--- src/design/pbsr_regs.svh ---
// register offsets, bit positions, frame constants and reset values of the basic status block
`ifndef PBSR_REGS_SVH
`define PBSR_REGS_SVH

// ==========================================================
// register map
`define PBSR_BASIC_STATUS_ADDR 5'h01
`define PBSR_ESTATUS_ADDR 5'h0F
`define PBSR_WORD_W 16
`define PBSR_WORD_RST 16'h0000

// ==========================================================
// basic_status bit positions
`define PBSR_BIT_T4 15
`define PBSR_BIT_TX_FD 14
`define PBSR_BIT_TX_HD 13
`define PBSR_BIT_TE_FD 12
`define PBSR_BIT_TE_HD 11
`define PBSR_BIT_T2_FD 10
`define PBSR_BIT_T2_HD 9
`define PBSR_BIT_EXT_STATUS 8
`define PBSR_BIT_RSVD 7
`define PBSR_BIT_NO_PRE 6
`define PBSR_BIT_AN_DONE 5
`define PBSR_BIT_RFAULT 4
`define PBSR_BIT_AN_ABLE 3
`define PBSR_BIT_LINK 2
`define PBSR_BIT_JABBER 1
`define PBSR_BIT_EXT_CAP 0

// ==========================================================
// latched status cells: index 0 fault, 1 jabber, 2 link loss
`define PBSR_NLATCH 3
`define PBSR_LAT_FAULT 0
`define PBSR_LAT_JABBER 1
`define PBSR_LAT_LINK 2
`define PBSR_LAT_RST 3'h4

// ==========================================================
// management frame layout
`define PBSR_PRE_LEN 6'h20
`define PBSR_PRE_CNT_W 6
`define PBSR_OP_READ 2'h2
`define PBSR_OP_WRITE 2'h1
`define PBSR_OP_LAST 5'h01
`define PBSR_ADDR_LAST 5'h09
`define PBSR_TA_LAST 5'h01
`define PBSR_DATA_LAST 5'h0F
`define PBSR_CNT_ZERO 5'h00
`define PBSR_CNT_ONE 5'h01

`endif

--- src/design/pbsr_pkg.sv ---
// types shared by the basic status block
package pbsr_pkg;

  // ==========================================================
  // management frame sequencer
  typedef enum logic [2:0] {
    PBSR_S_PRE,
    PBSR_S_ST,
    PBSR_S_OP,
    PBSR_S_ADDR,
    PBSR_S_TA,
    PBSR_S_DATA
  } pbsr_state_t;

endpackage : pbsr_pkg

--- src/design/pbsr_sticky.sv ---
// one latched status cell: set by an event, released by a register read
`timescale 1ns/100ps

module pbsr_sticky #(
  parameter logic RST_VAL = 1'b0
) (
  input wire logic clk,
  input wire logic nrst,
  input wire logic set,
  input wire logic clr,
  output logic q
);

  // ==========================================================
  // set wins over clear so an event in the read cycle is kept
  always_ff @(posedge clk) begin
    if (!nrst) begin
      q <= RST_VAL;
    end else begin
      q <= set | (q & ~clr);
    end
  end

endmodule : pbsr_sticky

--- src/design/pbsr_mdc_edge.sv ---
// management clock edge finder and data sampler
`timescale 1ns/100ps

module pbsr_mdc_edge (
  input wire logic clk,
  input wire logic nrst,
  input wire logic mdc,
  input wire logic mdio_in,
  output logic mdc_rise,
  output logic mdio_bit
);

  logic mdc_q;

  // ==========================================================
  // the pin is tracked through reset, so a clock resting high gives no false edge on release
  always_ff @(posedge clk) begin
    mdc_q <= mdc;
  end

  // both outputs registered together so the bit lines up with its edge
  always_ff @(posedge clk) begin
    if (!nrst) begin
      mdc_rise <= 1'b0;
      mdio_bit <= 1'b1;
    end else begin
      mdc_rise <= mdc & ~mdc_q;
      mdio_bit <= mdio_in;
    end
  end

endmodule : pbsr_mdc_edge

--- src/design/pbsr_top.sv ---
// basic status register of the transceiver with its serial management slave
`timescale 1ns/100ps
`include "pbsr_regs.svh"

module pbsr_top (
  input wire logic clk,
  input wire logic nrst,
  input wire logic mdc,
  input wire logic mdio_in,
  output logic mdio_out,
  output logic mdio_oe,
  input wire logic [4:0] phy_addr,
  input wire logic an_complete,
  input wire logic link_good,
  input wire logic far_end_fault,
  input wire logic remote_fault_rx,
  input wire logic jabber,
  input wire logic speed_10
);

  import pbsr_pkg::*;

  // ==========================================================
  // declarations
  logic mdc_rise;
  logic mdio_bit;
  pbsr_state_t state;
  logic [`PBSR_PRE_CNT_W-1:0] pre_cnt;
  logic [4:0] bit_cnt;
  logic [1:0] op;
  logic [9:0] addr_sh;
  logic [9:0] next_addr;
  logic [1:0] next_op;
  logic is_read;
  logic answer;
  logic need_pre;
  logic bad_frame;
  logic frame_done;
  logic take_read;
  logic rd_pulse;
  logic [`PBSR_WORD_W-1:0] shadow;
  logic [`PBSR_WORD_W-1:0] status_word;
  logic an_done;
  logic [`PBSR_NLATCH-1:0] lat_set;
  logic [`PBSR_NLATCH-1:0] lat_q;
  logic [4:0] rx_phy;
  logic [4:0] rx_reg;
  logic reg_hit;

  // ==========================================================
  // management clock edge and data sampling
  pbsr_mdc_edge u_edge (
    .clk(clk),
    .nrst(nrst),
    .mdc(mdc),
    .mdio_in(mdio_in),
    .mdc_rise(mdc_rise),
    .mdio_bit(mdio_bit)
  );

  // ==========================================================
  // frame field decode
  assign next_addr = {addr_sh[8:0], mdio_bit};
  assign next_op = {op[0], mdio_bit};
  assign is_read = (op == `PBSR_OP_READ);
  // address field: device number in the upper five bits, register in the lower five
  assign rx_phy = next_addr[9:5];
  assign rx_reg = next_addr[4:0];
  assign reg_hit = (rx_reg == `PBSR_BASIC_STATUS_ADDR);

  // a read of our address finishes its address field on this edge
  assign take_read = mdc_rise && (state == PBSR_S_ADDR) && (bit_cnt == `PBSR_ADDR_LAST)
                     && is_read && (rx_phy == phy_addr);

  // invalid opcode, or a write turnaround that is not one then zero
  // the read turnaround is not checked, as the host has already let go of the line
  always_comb begin
    bad_frame = 1'b0;
    if (mdc_rise) begin
      if ((state == PBSR_S_OP) && (bit_cnt == `PBSR_OP_LAST)) begin
        bad_frame = (next_op != `PBSR_OP_READ) && (next_op != `PBSR_OP_WRITE);
      end else if ((state == PBSR_S_TA) && !is_read) begin
        bad_frame = (bit_cnt == `PBSR_CNT_ZERO) ? !mdio_bit : mdio_bit;
      end
    end
  end

  assign frame_done = mdc_rise && (state == PBSR_S_DATA) && (bit_cnt == `PBSR_DATA_LAST);

  // ==========================================================
  // frame sequencer
  always_ff @(posedge clk) begin
    if (!nrst) begin
      state <= PBSR_S_PRE;
      bit_cnt <= `PBSR_CNT_ZERO;
      op <= 2'h0;
      addr_sh <= 10'h000;
    end else if (mdc_rise) begin
      unique case (state)
        PBSR_S_PRE: begin
          // an idle line is all ones; a zero is the first start bit
          if (!mdio_bit && (!need_pre || (pre_cnt >= `PBSR_PRE_LEN))) begin
            state <= PBSR_S_ST;
          end
        end
        PBSR_S_ST: begin
          state <= mdio_bit ? PBSR_S_OP : PBSR_S_PRE;
          bit_cnt <= `PBSR_CNT_ZERO;
        end
        PBSR_S_OP: begin
          op <= next_op;
          if (bit_cnt == `PBSR_OP_LAST) begin
            state <= bad_frame ? PBSR_S_PRE : PBSR_S_ADDR;
            bit_cnt <= `PBSR_CNT_ZERO;
          end else begin
            bit_cnt <= bit_cnt + `PBSR_CNT_ONE;
          end
        end
        PBSR_S_ADDR: begin
          addr_sh <= next_addr;
          if (bit_cnt == `PBSR_ADDR_LAST) begin
            state <= PBSR_S_TA;
            bit_cnt <= `PBSR_CNT_ZERO;
          end else begin
            bit_cnt <= bit_cnt + `PBSR_CNT_ONE;
          end
        end
        PBSR_S_TA: begin
          if (bad_frame) begin
            state <= PBSR_S_PRE;
            bit_cnt <= `PBSR_CNT_ZERO;
          end else if (bit_cnt == `PBSR_TA_LAST) begin
            state <= PBSR_S_DATA;
            bit_cnt <= `PBSR_CNT_ZERO;
          end else begin
            bit_cnt <= bit_cnt + `PBSR_CNT_ONE;
          end
        end
        PBSR_S_DATA: begin
          if (bit_cnt == `PBSR_DATA_LAST) begin
            state <= PBSR_S_PRE;
            bit_cnt <= `PBSR_CNT_ZERO;
          end else begin
            bit_cnt <= bit_cnt + `PBSR_CNT_ONE;
          end
        end
        // an upset into an unused code drops back to idle
        default: begin
          state <= PBSR_S_PRE;
          bit_cnt <= `PBSR_CNT_ZERO;
        end
      endcase
    end
  end

  // ==========================================================
  // preamble counting; saturates so a long idle line still counts
  always_ff @(posedge clk) begin
    if (!nrst) begin
      pre_cnt <= '0;
    end else if (mdc_rise) begin
      if ((state == PBSR_S_PRE) && mdio_bit) begin
        if (pre_cnt < `PBSR_PRE_LEN) begin
          pre_cnt <= pre_cnt + `PBSR_PRE_CNT_W'(1);
        end
      end else begin
        pre_cnt <= '0;
      end
    end
  end

  // ==========================================================
  // preamble demand: set by reset and bad frames, dropped by a clean frame
  always_ff @(posedge clk) begin
    if (!nrst) begin
      need_pre <= 1'b1;
    end else if (bad_frame) begin
      need_pre <= 1'b1;
    end else if (frame_done) begin
      need_pre <= 1'b0;
    end
  end

  // ==========================================================
  // live status word as seen at the moment of a read
  always_comb begin
    status_word = `PBSR_WORD_RST;
    status_word[`PBSR_BIT_T4] = 1'b0;
    status_word[`PBSR_BIT_T2_FD] = 1'b0;
    status_word[`PBSR_BIT_T2_HD] = 1'b0;
    status_word[`PBSR_BIT_TX_FD] = 1'b1;
    status_word[`PBSR_BIT_TX_HD] = 1'b1;
    status_word[`PBSR_BIT_TE_FD] = 1'b1;
    status_word[`PBSR_BIT_TE_HD] = 1'b1;
    status_word[`PBSR_BIT_EXT_STATUS] = 1'b1;
    status_word[`PBSR_BIT_RSVD] = 1'b0;
    status_word[`PBSR_BIT_NO_PRE] = 1'b1;
    status_word[`PBSR_BIT_AN_DONE] = an_done;
    status_word[`PBSR_BIT_RFAULT] = lat_q[`PBSR_LAT_FAULT];
    status_word[`PBSR_BIT_AN_ABLE] = 1'b1;
    status_word[`PBSR_BIT_LINK] = ~lat_q[`PBSR_LAT_LINK];
    status_word[`PBSR_BIT_JABBER] = lat_q[`PBSR_LAT_JABBER];
    status_word[`PBSR_BIT_EXT_CAP] = 1'b1;
  end

  // ==========================================================
  // auto-negotiation completion, zero out of reset
  always_ff @(posedge clk) begin
    if (!nrst) begin
      an_done <= 1'b0;
    end else begin
      an_done <= an_complete;
    end
  end

  // ==========================================================
  // latched status cells; link loss is kept as a latched-high failure
  assign lat_set[`PBSR_LAT_FAULT] = far_end_fault | remote_fault_rx;
  assign lat_set[`PBSR_LAT_JABBER] = jabber & speed_10;
  assign lat_set[`PBSR_LAT_LINK] = ~link_good;
  // the link cell holds a failure, so it starts set and the link bit reads zero
  localparam logic [`PBSR_NLATCH-1:0] LAT_RST = `PBSR_LAT_RST;

  genvar gi;
  generate
    for (gi = 0; gi < `PBSR_NLATCH; gi++) begin : g_lat
      pbsr_sticky #(
        .RST_VAL(LAT_RST[gi])
      ) u_cell (
        .clk(clk),
        .nrst(nrst),
        .set(lat_set[gi]),
        .clr(rd_pulse),
        .q(lat_q[gi])
      );
    end
  endgenerate

  // ==========================================================
  // read capture: snapshot first, release the latches one cycle later
  always_ff @(posedge clk) begin
    if (!nrst) begin
      rd_pulse <= 1'b0;
    end else begin
      rd_pulse <= take_read && reg_hit;
    end
  end

  // ==========================================================
  // answer flag: only a read of our address drives the line
  always_ff @(posedge clk) begin
    if (!nrst) begin
      answer <= 1'b0;
    end else if (take_read) begin
      answer <= 1'b1;
    end else if (frame_done || (state == PBSR_S_PRE)) begin
      answer <= 1'b0;
    end
  end

  // ==========================================================
  // read data shifter and line driver
  always_ff @(posedge clk) begin
    if (!nrst) begin
      shadow <= `PBSR_WORD_RST;
      mdio_out <= 1'b0;
      mdio_oe <= 1'b0;
    end else if (take_read) begin
      // other registers of this address are not kept here and read as zero
      shadow <= reg_hit ? status_word : `PBSR_WORD_RST;
    end else if (mdc_rise && answer) begin
      if ((state == PBSR_S_TA) && (bit_cnt == `PBSR_CNT_ZERO)) begin
        // second turnaround bit is driven low by us
        mdio_out <= 1'b0;
        mdio_oe <= 1'b1;
      end else if ((state == PBSR_S_DATA) && (bit_cnt == `PBSR_DATA_LAST)) begin
        // the rise after bit 0 lets go of the line so the host can take it back
        mdio_out <= 1'b0;
        mdio_oe <= 1'b0;
      end else if ((state == PBSR_S_TA) || (state == PBSR_S_DATA)) begin
        mdio_out <= shadow[`PBSR_WORD_W-1];
        shadow <= {shadow[`PBSR_WORD_W-2:0], 1'b0};
      end
    end
  end

endmodule : pbsr_top

--- config.mk ---
export PLATFORM = sky130hd
export DESIGN_NAME = pbsr_top
export DESIGN_NICKNAME = d
export VERILOG_FILES = /design/src/design/pbsr_pkg.sv /design/src/design/pbsr_sticky.sv /design/src/design/pbsr_mdc_edge.sv /design/src/design/pbsr_top.sv
export VERILOG_INCLUDE_DIRS = /design/src /design/src/design
export SDC_FILE = /design/constraint.sdc
export NUM_CORES = 1
export LEC_CHECK = 0
export ABC_AREA = 1
export BUFFER_PORTS_ARGS = -buffer_cell sky130_fd_sc_hd__buf_4
export CAP_MARGIN = 0
export CORE_MARGIN = 5
export CORE_UTILIZATION = 30
export DETAILED_ROUTE_END_ITERATION = 16
export HOLD_SLACK_MARGIN = 0.08
export PLACE_DENSITY = 0.56
export SYNTH_ARGS = -nofsm -noshare
export SYNTH_HDL_FRONTEND = slang
export SYNTH_SLANG_ARGS = --single-unit
--- constraint.sdc ---
create_clock -name clk -period 1.55 [get_ports clk]
set_input_delay 0.155 -clock clk [delete_from_list [all_inputs] [get_ports clk]]
set_output_delay 0.155 -clock clk [all_outputs]
set_load 0.01 [all_outputs]
### Yosys cells after proc, flatten, opt, wreduce, memory -nomap -nowiden

Index checks and enable logic that the tools add are counted.

| storage, ports and cells | value |
|---|---|
| register bits after elaboration | 53 |
| logic and storage cells | 129 |

| operators by class | value |
|---|---|
| add/sub/neg operators | 2 |
| $lt $le $gt $ge | 2 |
| equal/unequal tests | 21 |
| muxes and demuxes | 33 |
| bitwise logic cells | 16 |
| reduce and logical (&&, ||, !) cells | 37 |

Operators by type and width:

| kind | number |
|---|---|
| 2-to-1 mux 16 bit | 5 |
| one-hot mux 5 bit (5 select lines) | 1 |
| 2-to-1 mux 5 bit | 4 |
| 2-to-1 mux 3 bit | 6 |
| one-hot mux 3 bit (6 select lines) | 1 |
| logical AND 1 bit | 15 |
| 2-to-1 mux 15 bit | 1 |
| 2-to-1 mux 6 bit | 2 |
| 2-to-1 mux 1 bit | 11 |
| equality test 5 x 1 -> 1 bit (second input constant) | 2 |
| equality test 5 x 4 -> 1 bit (second input constant) | 2 |
| inequality test 2 x 1 -> 1 bit (second input constant) | 5 |
| inequality test 2 bit (second input constant) | 4 |
| AND reduction 2 bit | 4 |
| nonzero test 2 bit | 4 |
| NOT 1 bit | 7 |
| adder 6 x 1 -> 6 bit (second input constant) | 1 |
| equality test 3 x 2 -> 1 bit (second input constant) | 2 |
| equality test 3 bit (second input constant) | 2 |
| greater-or-equal comparator 6 bit (second input constant) | 1 |
| < comparator 6 bit (second input constant) | 1 |
| AND reduction 3 bit | 2 |
| AND reduction 6 bit | 1 |
| adder 5 x 1 -> 5 bit (second input constant) | 1 |
| other kinds (14) | 26 |

### Logic depth before layout (Yosys ltp)

| depth | value |
|---|---|
| depth in word-level cells | 9 |
| gate-level depth with buffers | 14 |
| depth with buffers taken out | 14 |

### Modules after synthesis

A second synthesis with hierarchy kept.

| unflattened totals | value |
|---|---|
| cells, all modules | 381 |
| area, all modules | 2641.3 µm² |

By module, submodules not included:

| module | times used | cells an instance | area each (µm²) | seq. area each (µm²) |
|---|---|---|---|---|
| pbsr_top | 1 | 356 | 2434.8 | 940.9 |
| pbsr_sticky at g_lat[0].u_cell ... | 2 | 6 | 43.8 | 20.0 |
| pbsr_mdc_edge | 1 | 7 | 77.6 | 60.1 |
| pbsr_sticky at g_lat[2].u_cell | 1 | 6 | 41.3 | 20.0 |

### Worst setup path before layout

Ideal clock, no wire load.

| timing | value |
|---|---|
| path type | reg-to-reg |
| start | register bit_cnt[0] |
| end | register shadow[0] |
| setup time | 0.116 ns |
| arrival | 1.520 ns |
| setup slack | -0.086 ns |
| cell stages (with the launch flop) | 12 |
| path buffers | 0 |
| clock period less this slack | 1.636 ns |
| path through | dfxtp_1 ha_1 nand3_1 inv_1 ha_1 nand2_1 inv_1 nor2_1 nand2_2 inv_2 nor2_4 a31o_1 |

| between the ends | value |
|---|---|
| cells in the longest elaborated chain, start to end | 6 |
| elaborated cells between the ends (all ways) | 14 |

Ends and longest elaborated chain:

| item | line | text |
|---|---|---|
| from (decl) | pbsr_top.sv:29 | `logic [4:0] bit_cnt;` |
| from (signal assigned) | pbsr_top.sv:95 | `` bit_cnt <= `PBSR_CNT_ZERO; `` |
| from (signal assigned) | pbsr_top.sv:108 | `` bit_cnt <= `PBSR_CNT_ZERO; `` |
| from (signal assigned) | pbsr_top.sv:114 | `` bit_cnt <= `PBSR_CNT_ZERO; `` |
| equality test 5 x 4 -> 1 bit (no source line) | - |  |
| logical AND 1 bit (3 in series) | pbsr_top.sv:72 | `` assign take_read = mdc_rise && (state == PBSR_S_ADDR) && (bit_cnt == `PBSR_ADDR_LAST) `` |
| inequality test 2 bit (no source line) or nonzero test 2 bit (tied branches) | - |  |
| AND reduction 4 bit (no source line) | - |  |
| to (signal assigned) | pbsr_top.sv:265 | `` shadow <= `PBSR_WORD_RST; `` |
| to (signal assigned) | pbsr_top.sv:270 | `` shadow <= reg_hit ? status_word : `PBSR_WORD_RST; `` |
| to (signal assigned) | pbsr_top.sv:282 | `` shadow <= {shadow[`PBSR_WORD_W-2:0], 1'b0}; `` |
| to (decl) | pbsr_top.sv:41 | `` logic [`PBSR_WORD_W-1:0] shadow; `` |

Parallel ways exist; a longest one is shown, timed or not.
A chain may end at the register's enable or synchronous reset.

### Worst setup path after layout

| timing | value |
|---|---|
| start | register bit_cnt[1] |
| end | register shadow[4] |

Same word-level chain as after synthesis.

==> results.cfg <==
[detailed_routing]
via_count = 2450
routed_via_density = 4.748
drt-initial-drc-count = 151
drt-wirelength-per-cell_um = 12.57
firstDrtPassIters = 4
routed_wl_um = 6485
drc = 0
antenna_left = 0

[die]
initial_core_util_pct = 30.76
die_w_um = 101.8
die-area_mm2 = 0.01036
ios = 17
core_area_mm2 = 0.008217
num_rows = 33
die_h_um = 101.8

[global_routing]
grt.overflow.total = 0
first_global_vias = 2289
use_met3_pct = 2.066
antenna_found_initial = 0
gr-usage-all-layers_pct = 12.46
grt_max_degree = 31
use_met2_pct = 20.22
grt_first_pass_wirelength_um = 10320
gr-max-usage-layer = met2
grtUsageMet1_pct = 16.47

[critical_path]
r2r_setup_slack_ns = -0.16
cp_max_fo = 6
crit_type = reg2reg
cp-start-kind = register
slowest_stage = dfxtp_4
crit_required_ns = 1.80
startpoint = bit_cnt[1]$_SDFFE_PN0P_
r2r_start = bit_cnt[1]$_SDFFE_PN0P_
path_delay_family = simple AND/OR/NAND/NOR gates
slowest_delay_ns = 0.37
path_buf_inv = 2
cp.arrival_ns = 1.96
path_cells = inv_4 -> ha_4 -> nand4_1 -> nor3_2 -> nand3_4 -> nand2_8 -> buf_12 -> o21ai_2 -> a21oi_2
end_kind = register
r2r_cells = 9
r2r-end = shadow[4]$_SDFFE_PN0P_

[pwr]
p_seq_share_pct = 60.0
combinationalPowerShare_pct = 5.8
clkPwrFrac_pct = 34.2
switchingPower_uw = 549.0
report.power.total_mw = 2.291
netSwitchingFraction_pct = 23.96
intPower_mw = 1.742
p_leak_nw = 1.453
power_density_mw_per_mm2 = 641.1
max-vdd-ir-drop_mv = 0.3660

[cells_and_area]
nets = 433
antenna_cells = 0
area_growth_pct = 41.39
drive_gt1_share_pct = 36.50
design_area_mm2 = 0.003573

[sta]
worst_pin_slew_ns = 0.3842
final_max_slew_viol_count = 0
finalCriticalPeriod_ns = 1.713
setup_violations = 26
whs_ns = 0.09254
setup_slack_ns = -0.1628
hold_viol = 0
fin_skew_ns = 0.01232
grt_setup_unrepaired = true
period_share_pct = 110.5
slew-limit-headroom_pct = 74.39
timing.fmax_ghz = 0.5838

[min_path]
whs_endpoint = g_lat[0].u_cell.q$_SDFF_PN0_
hp-class = in2reg
hp-start = far_end_fault
holdPathStages = 3

[clock_tree]
cts.sinks = 53
cts_tree = done
clock-root-buffer = clkbuf_8
htree_levels = 2
clock_latency_ns = 0.31
clkSlewWorstSetupHoldPaths_ns = 0.10
numCtsBuffers = 5
clockBufferDepth = 2

[synth]
syn_area_per_cell_um2 = 7.201
netlist_instances = 351
seq_area_frac_synth_pct = 41.98
yosys_register_bits = 53
ys_types = 30
syn_area_mm2 = 0.002527
yosysWarnings = 0
synth_nets = 373

[run_status]
outcome = finished with violations
violations = setup timing

[place]
gp_congestion = 0.8340
io_buffers = 16
placed_area_mm2 = 0.003023
hpwl_um = 4257

[job]
drv_cap = 0
-- power by group through the flow --
stage	logic (mW)	registers (mW)	clock network, mW
floorplan	0.0559	1.41	0
global placement	0.111	1.41	0
detailed placement	0.112	1.41	0
CTS	0.126	1.37	0.812
global route	0.146	1.38	0.871
finish	0.133	1.37	0.784
-- stage by stage --
stage | TNS [ns] | util, % | setup WS [ns] | std cells
after global routing | -5.065 | 43.49 | -0.2527 | 516
after CTS | -1.743 | 41.27 | -0.09998 | 513
final | -2.771 | 43.49 | -0.1628 | 516
after floorplan | 0 | - | 0.002333 | 351
after global placement | -2.864 | 36.79 | -0.1721 | 496
after detailed placement | -3.705 | 36.79 | -0.2458 | 496
-- cells by family after synthesis --
group | after synthesis | share of synthesized area [%]
simple gates | 155 | 28.86
compound gates | 81 | 16.49
flops | 53 | 41.98
buf+inv | 52 | 8.168
fa+ha+maj | 7 | 3.465
xor+xnor | 3 | 1.040
-- final cells by class --
type	count	area (um2)
fillers	804	4643
multi-input cells	246	1580
well taps	105	131.4
clock buffers	5	68.82
inverters	44	175.2
flip-flops and latches	53	1071
repair buffers	61	533.0
clock inverters	2	13.76
-- metal layers --
layer  routed length [um]  up-vias
li1                     -     1261
met1                 3090     1141
met2                 3083       34
met3                  162       14
met4                  148        0
met5                    0        -
-- layout by cell type, fill, tap and decap left out, types with 2 or more instances in the layout --
master / instances
nor3b_1: 2
nor3_1: 4
nand3_4: 2
inv_4: 2
inv_2: 8
nand2_8: 2
o21ai_0: 17
nand4_1: 3
nor2_2: 2
a21oi_2: 17
nor2_4: 8
dfxtp_4: 2
inv_1: 32
inv_6: 2
dfxtp_2: 2
nand3_2: 8
clkbuf_8: 5
o21ai_1: 6
or2_2: 3
buf_6: 4
buf_12: 2
nor3_2: 2
dfxtp_1: 49
nand2_4: 4
nor2_1: 27
nand3_1: 14
dlygate4sd3_1: 6
nand2_2: 9
o21ai_2: 10
buf_4: 48
ha_4: 4
xor2_1: 3
ha_1: 3
a21oi_1: 27
nand2_1: 62
-- timing repair --
action / 4_1_cts / 5_1_grt
gates cloned: 1 / 0
pin swaps: 27 / 27
hold buffers: 5 / 1
setup endpoints to repair: 23 / 30
setup buffers: 4 / 2
gates resized for setup: 55 / 40
endpoints found under the hold margin: 6 / 1
-- sequential cells by signal, indices dropped and copies added, names as in the netlist, 2 cells and up --
name,count
addr_sh,9
bit_cnt,5
g_lat.u_cell.q,3
op,2
pre_cnt,6
shadow,16
state,3
-- worst max-delay path by stage --
stage,cells after the start,slack [ns],to
after floorplan,12,0.002,shadow[11]$_SDFFE_PN0P_
after global routing,9,-0.25,shadow[4]$_SDFFE_PN0P_
after CTS,12,-0.1,shadow[4]$_SDFFE_PN0P_
after detailed placement,12,-0.25,shadow[1]$_SDFFE_PN0P_
after global placement,12,-0.17,shadow[1]$_SDFFE_PN0P_
final,9,-0.16,shadow[4]$_SDFFE_PN0P_
-- cell usage after synthesis --
master | count | share of area, %
nor3_1 | 5 | 0.99
nor2_8 | 1 | 0.79
o211ai_1 | 1 | 0.30
nand3_2 | 3 | 1.2
clkbuf_1 | 4 | 0.59
ha_1 | 7 | 3.5
a211oi_1 | 1 | 0.30
dfxtp_1 | 53 | 42
o21ai_0 | 30 | 5.9
clkinv_1 | 1 | 0.15
buf_6 | 1 | 0.45
nor3b_1 | 2 | 0.59
nor2_1 | 32 | 4.8
o31ai_1 | 1 | 0.30
buf_2 | 3 | 0.59
inv_1 | 38 | 5.6
nand3_1 | 21 | 4.2
nand2_2 | 4 | 0.99
o21ai_1 | 3 | 0.59
inv_2 | 5 | 0.74
nand2_1 | 73 | 11
a21oi_1 | 44 | 8.7
nor2_4 | 4 | 1.8
a31o_1 | 1 | 0.35
or2_2 | 3 | 0.74
and3_1 | 1 | 0.25
nor2_2 | 1 | 0.25
nand4_1 | 3 | 0.74
nor3_2 | 2 | 0.79
xor2_1 | 3 | 1.0
-- worst reg2reg max path, cell delays in order (launching register included) --
cell and delay (ns):
dfxtp_4 0.37, inv_4 0.08, ha_4 0.14, nand4_1 0.17
nor3_2 0.30, nand3_4 0.16, nand2_8 0.14, buf_12 0.13
o21ai_2 0.06, a21oi_2 0.12
Power figures use the tool's default switching activity.
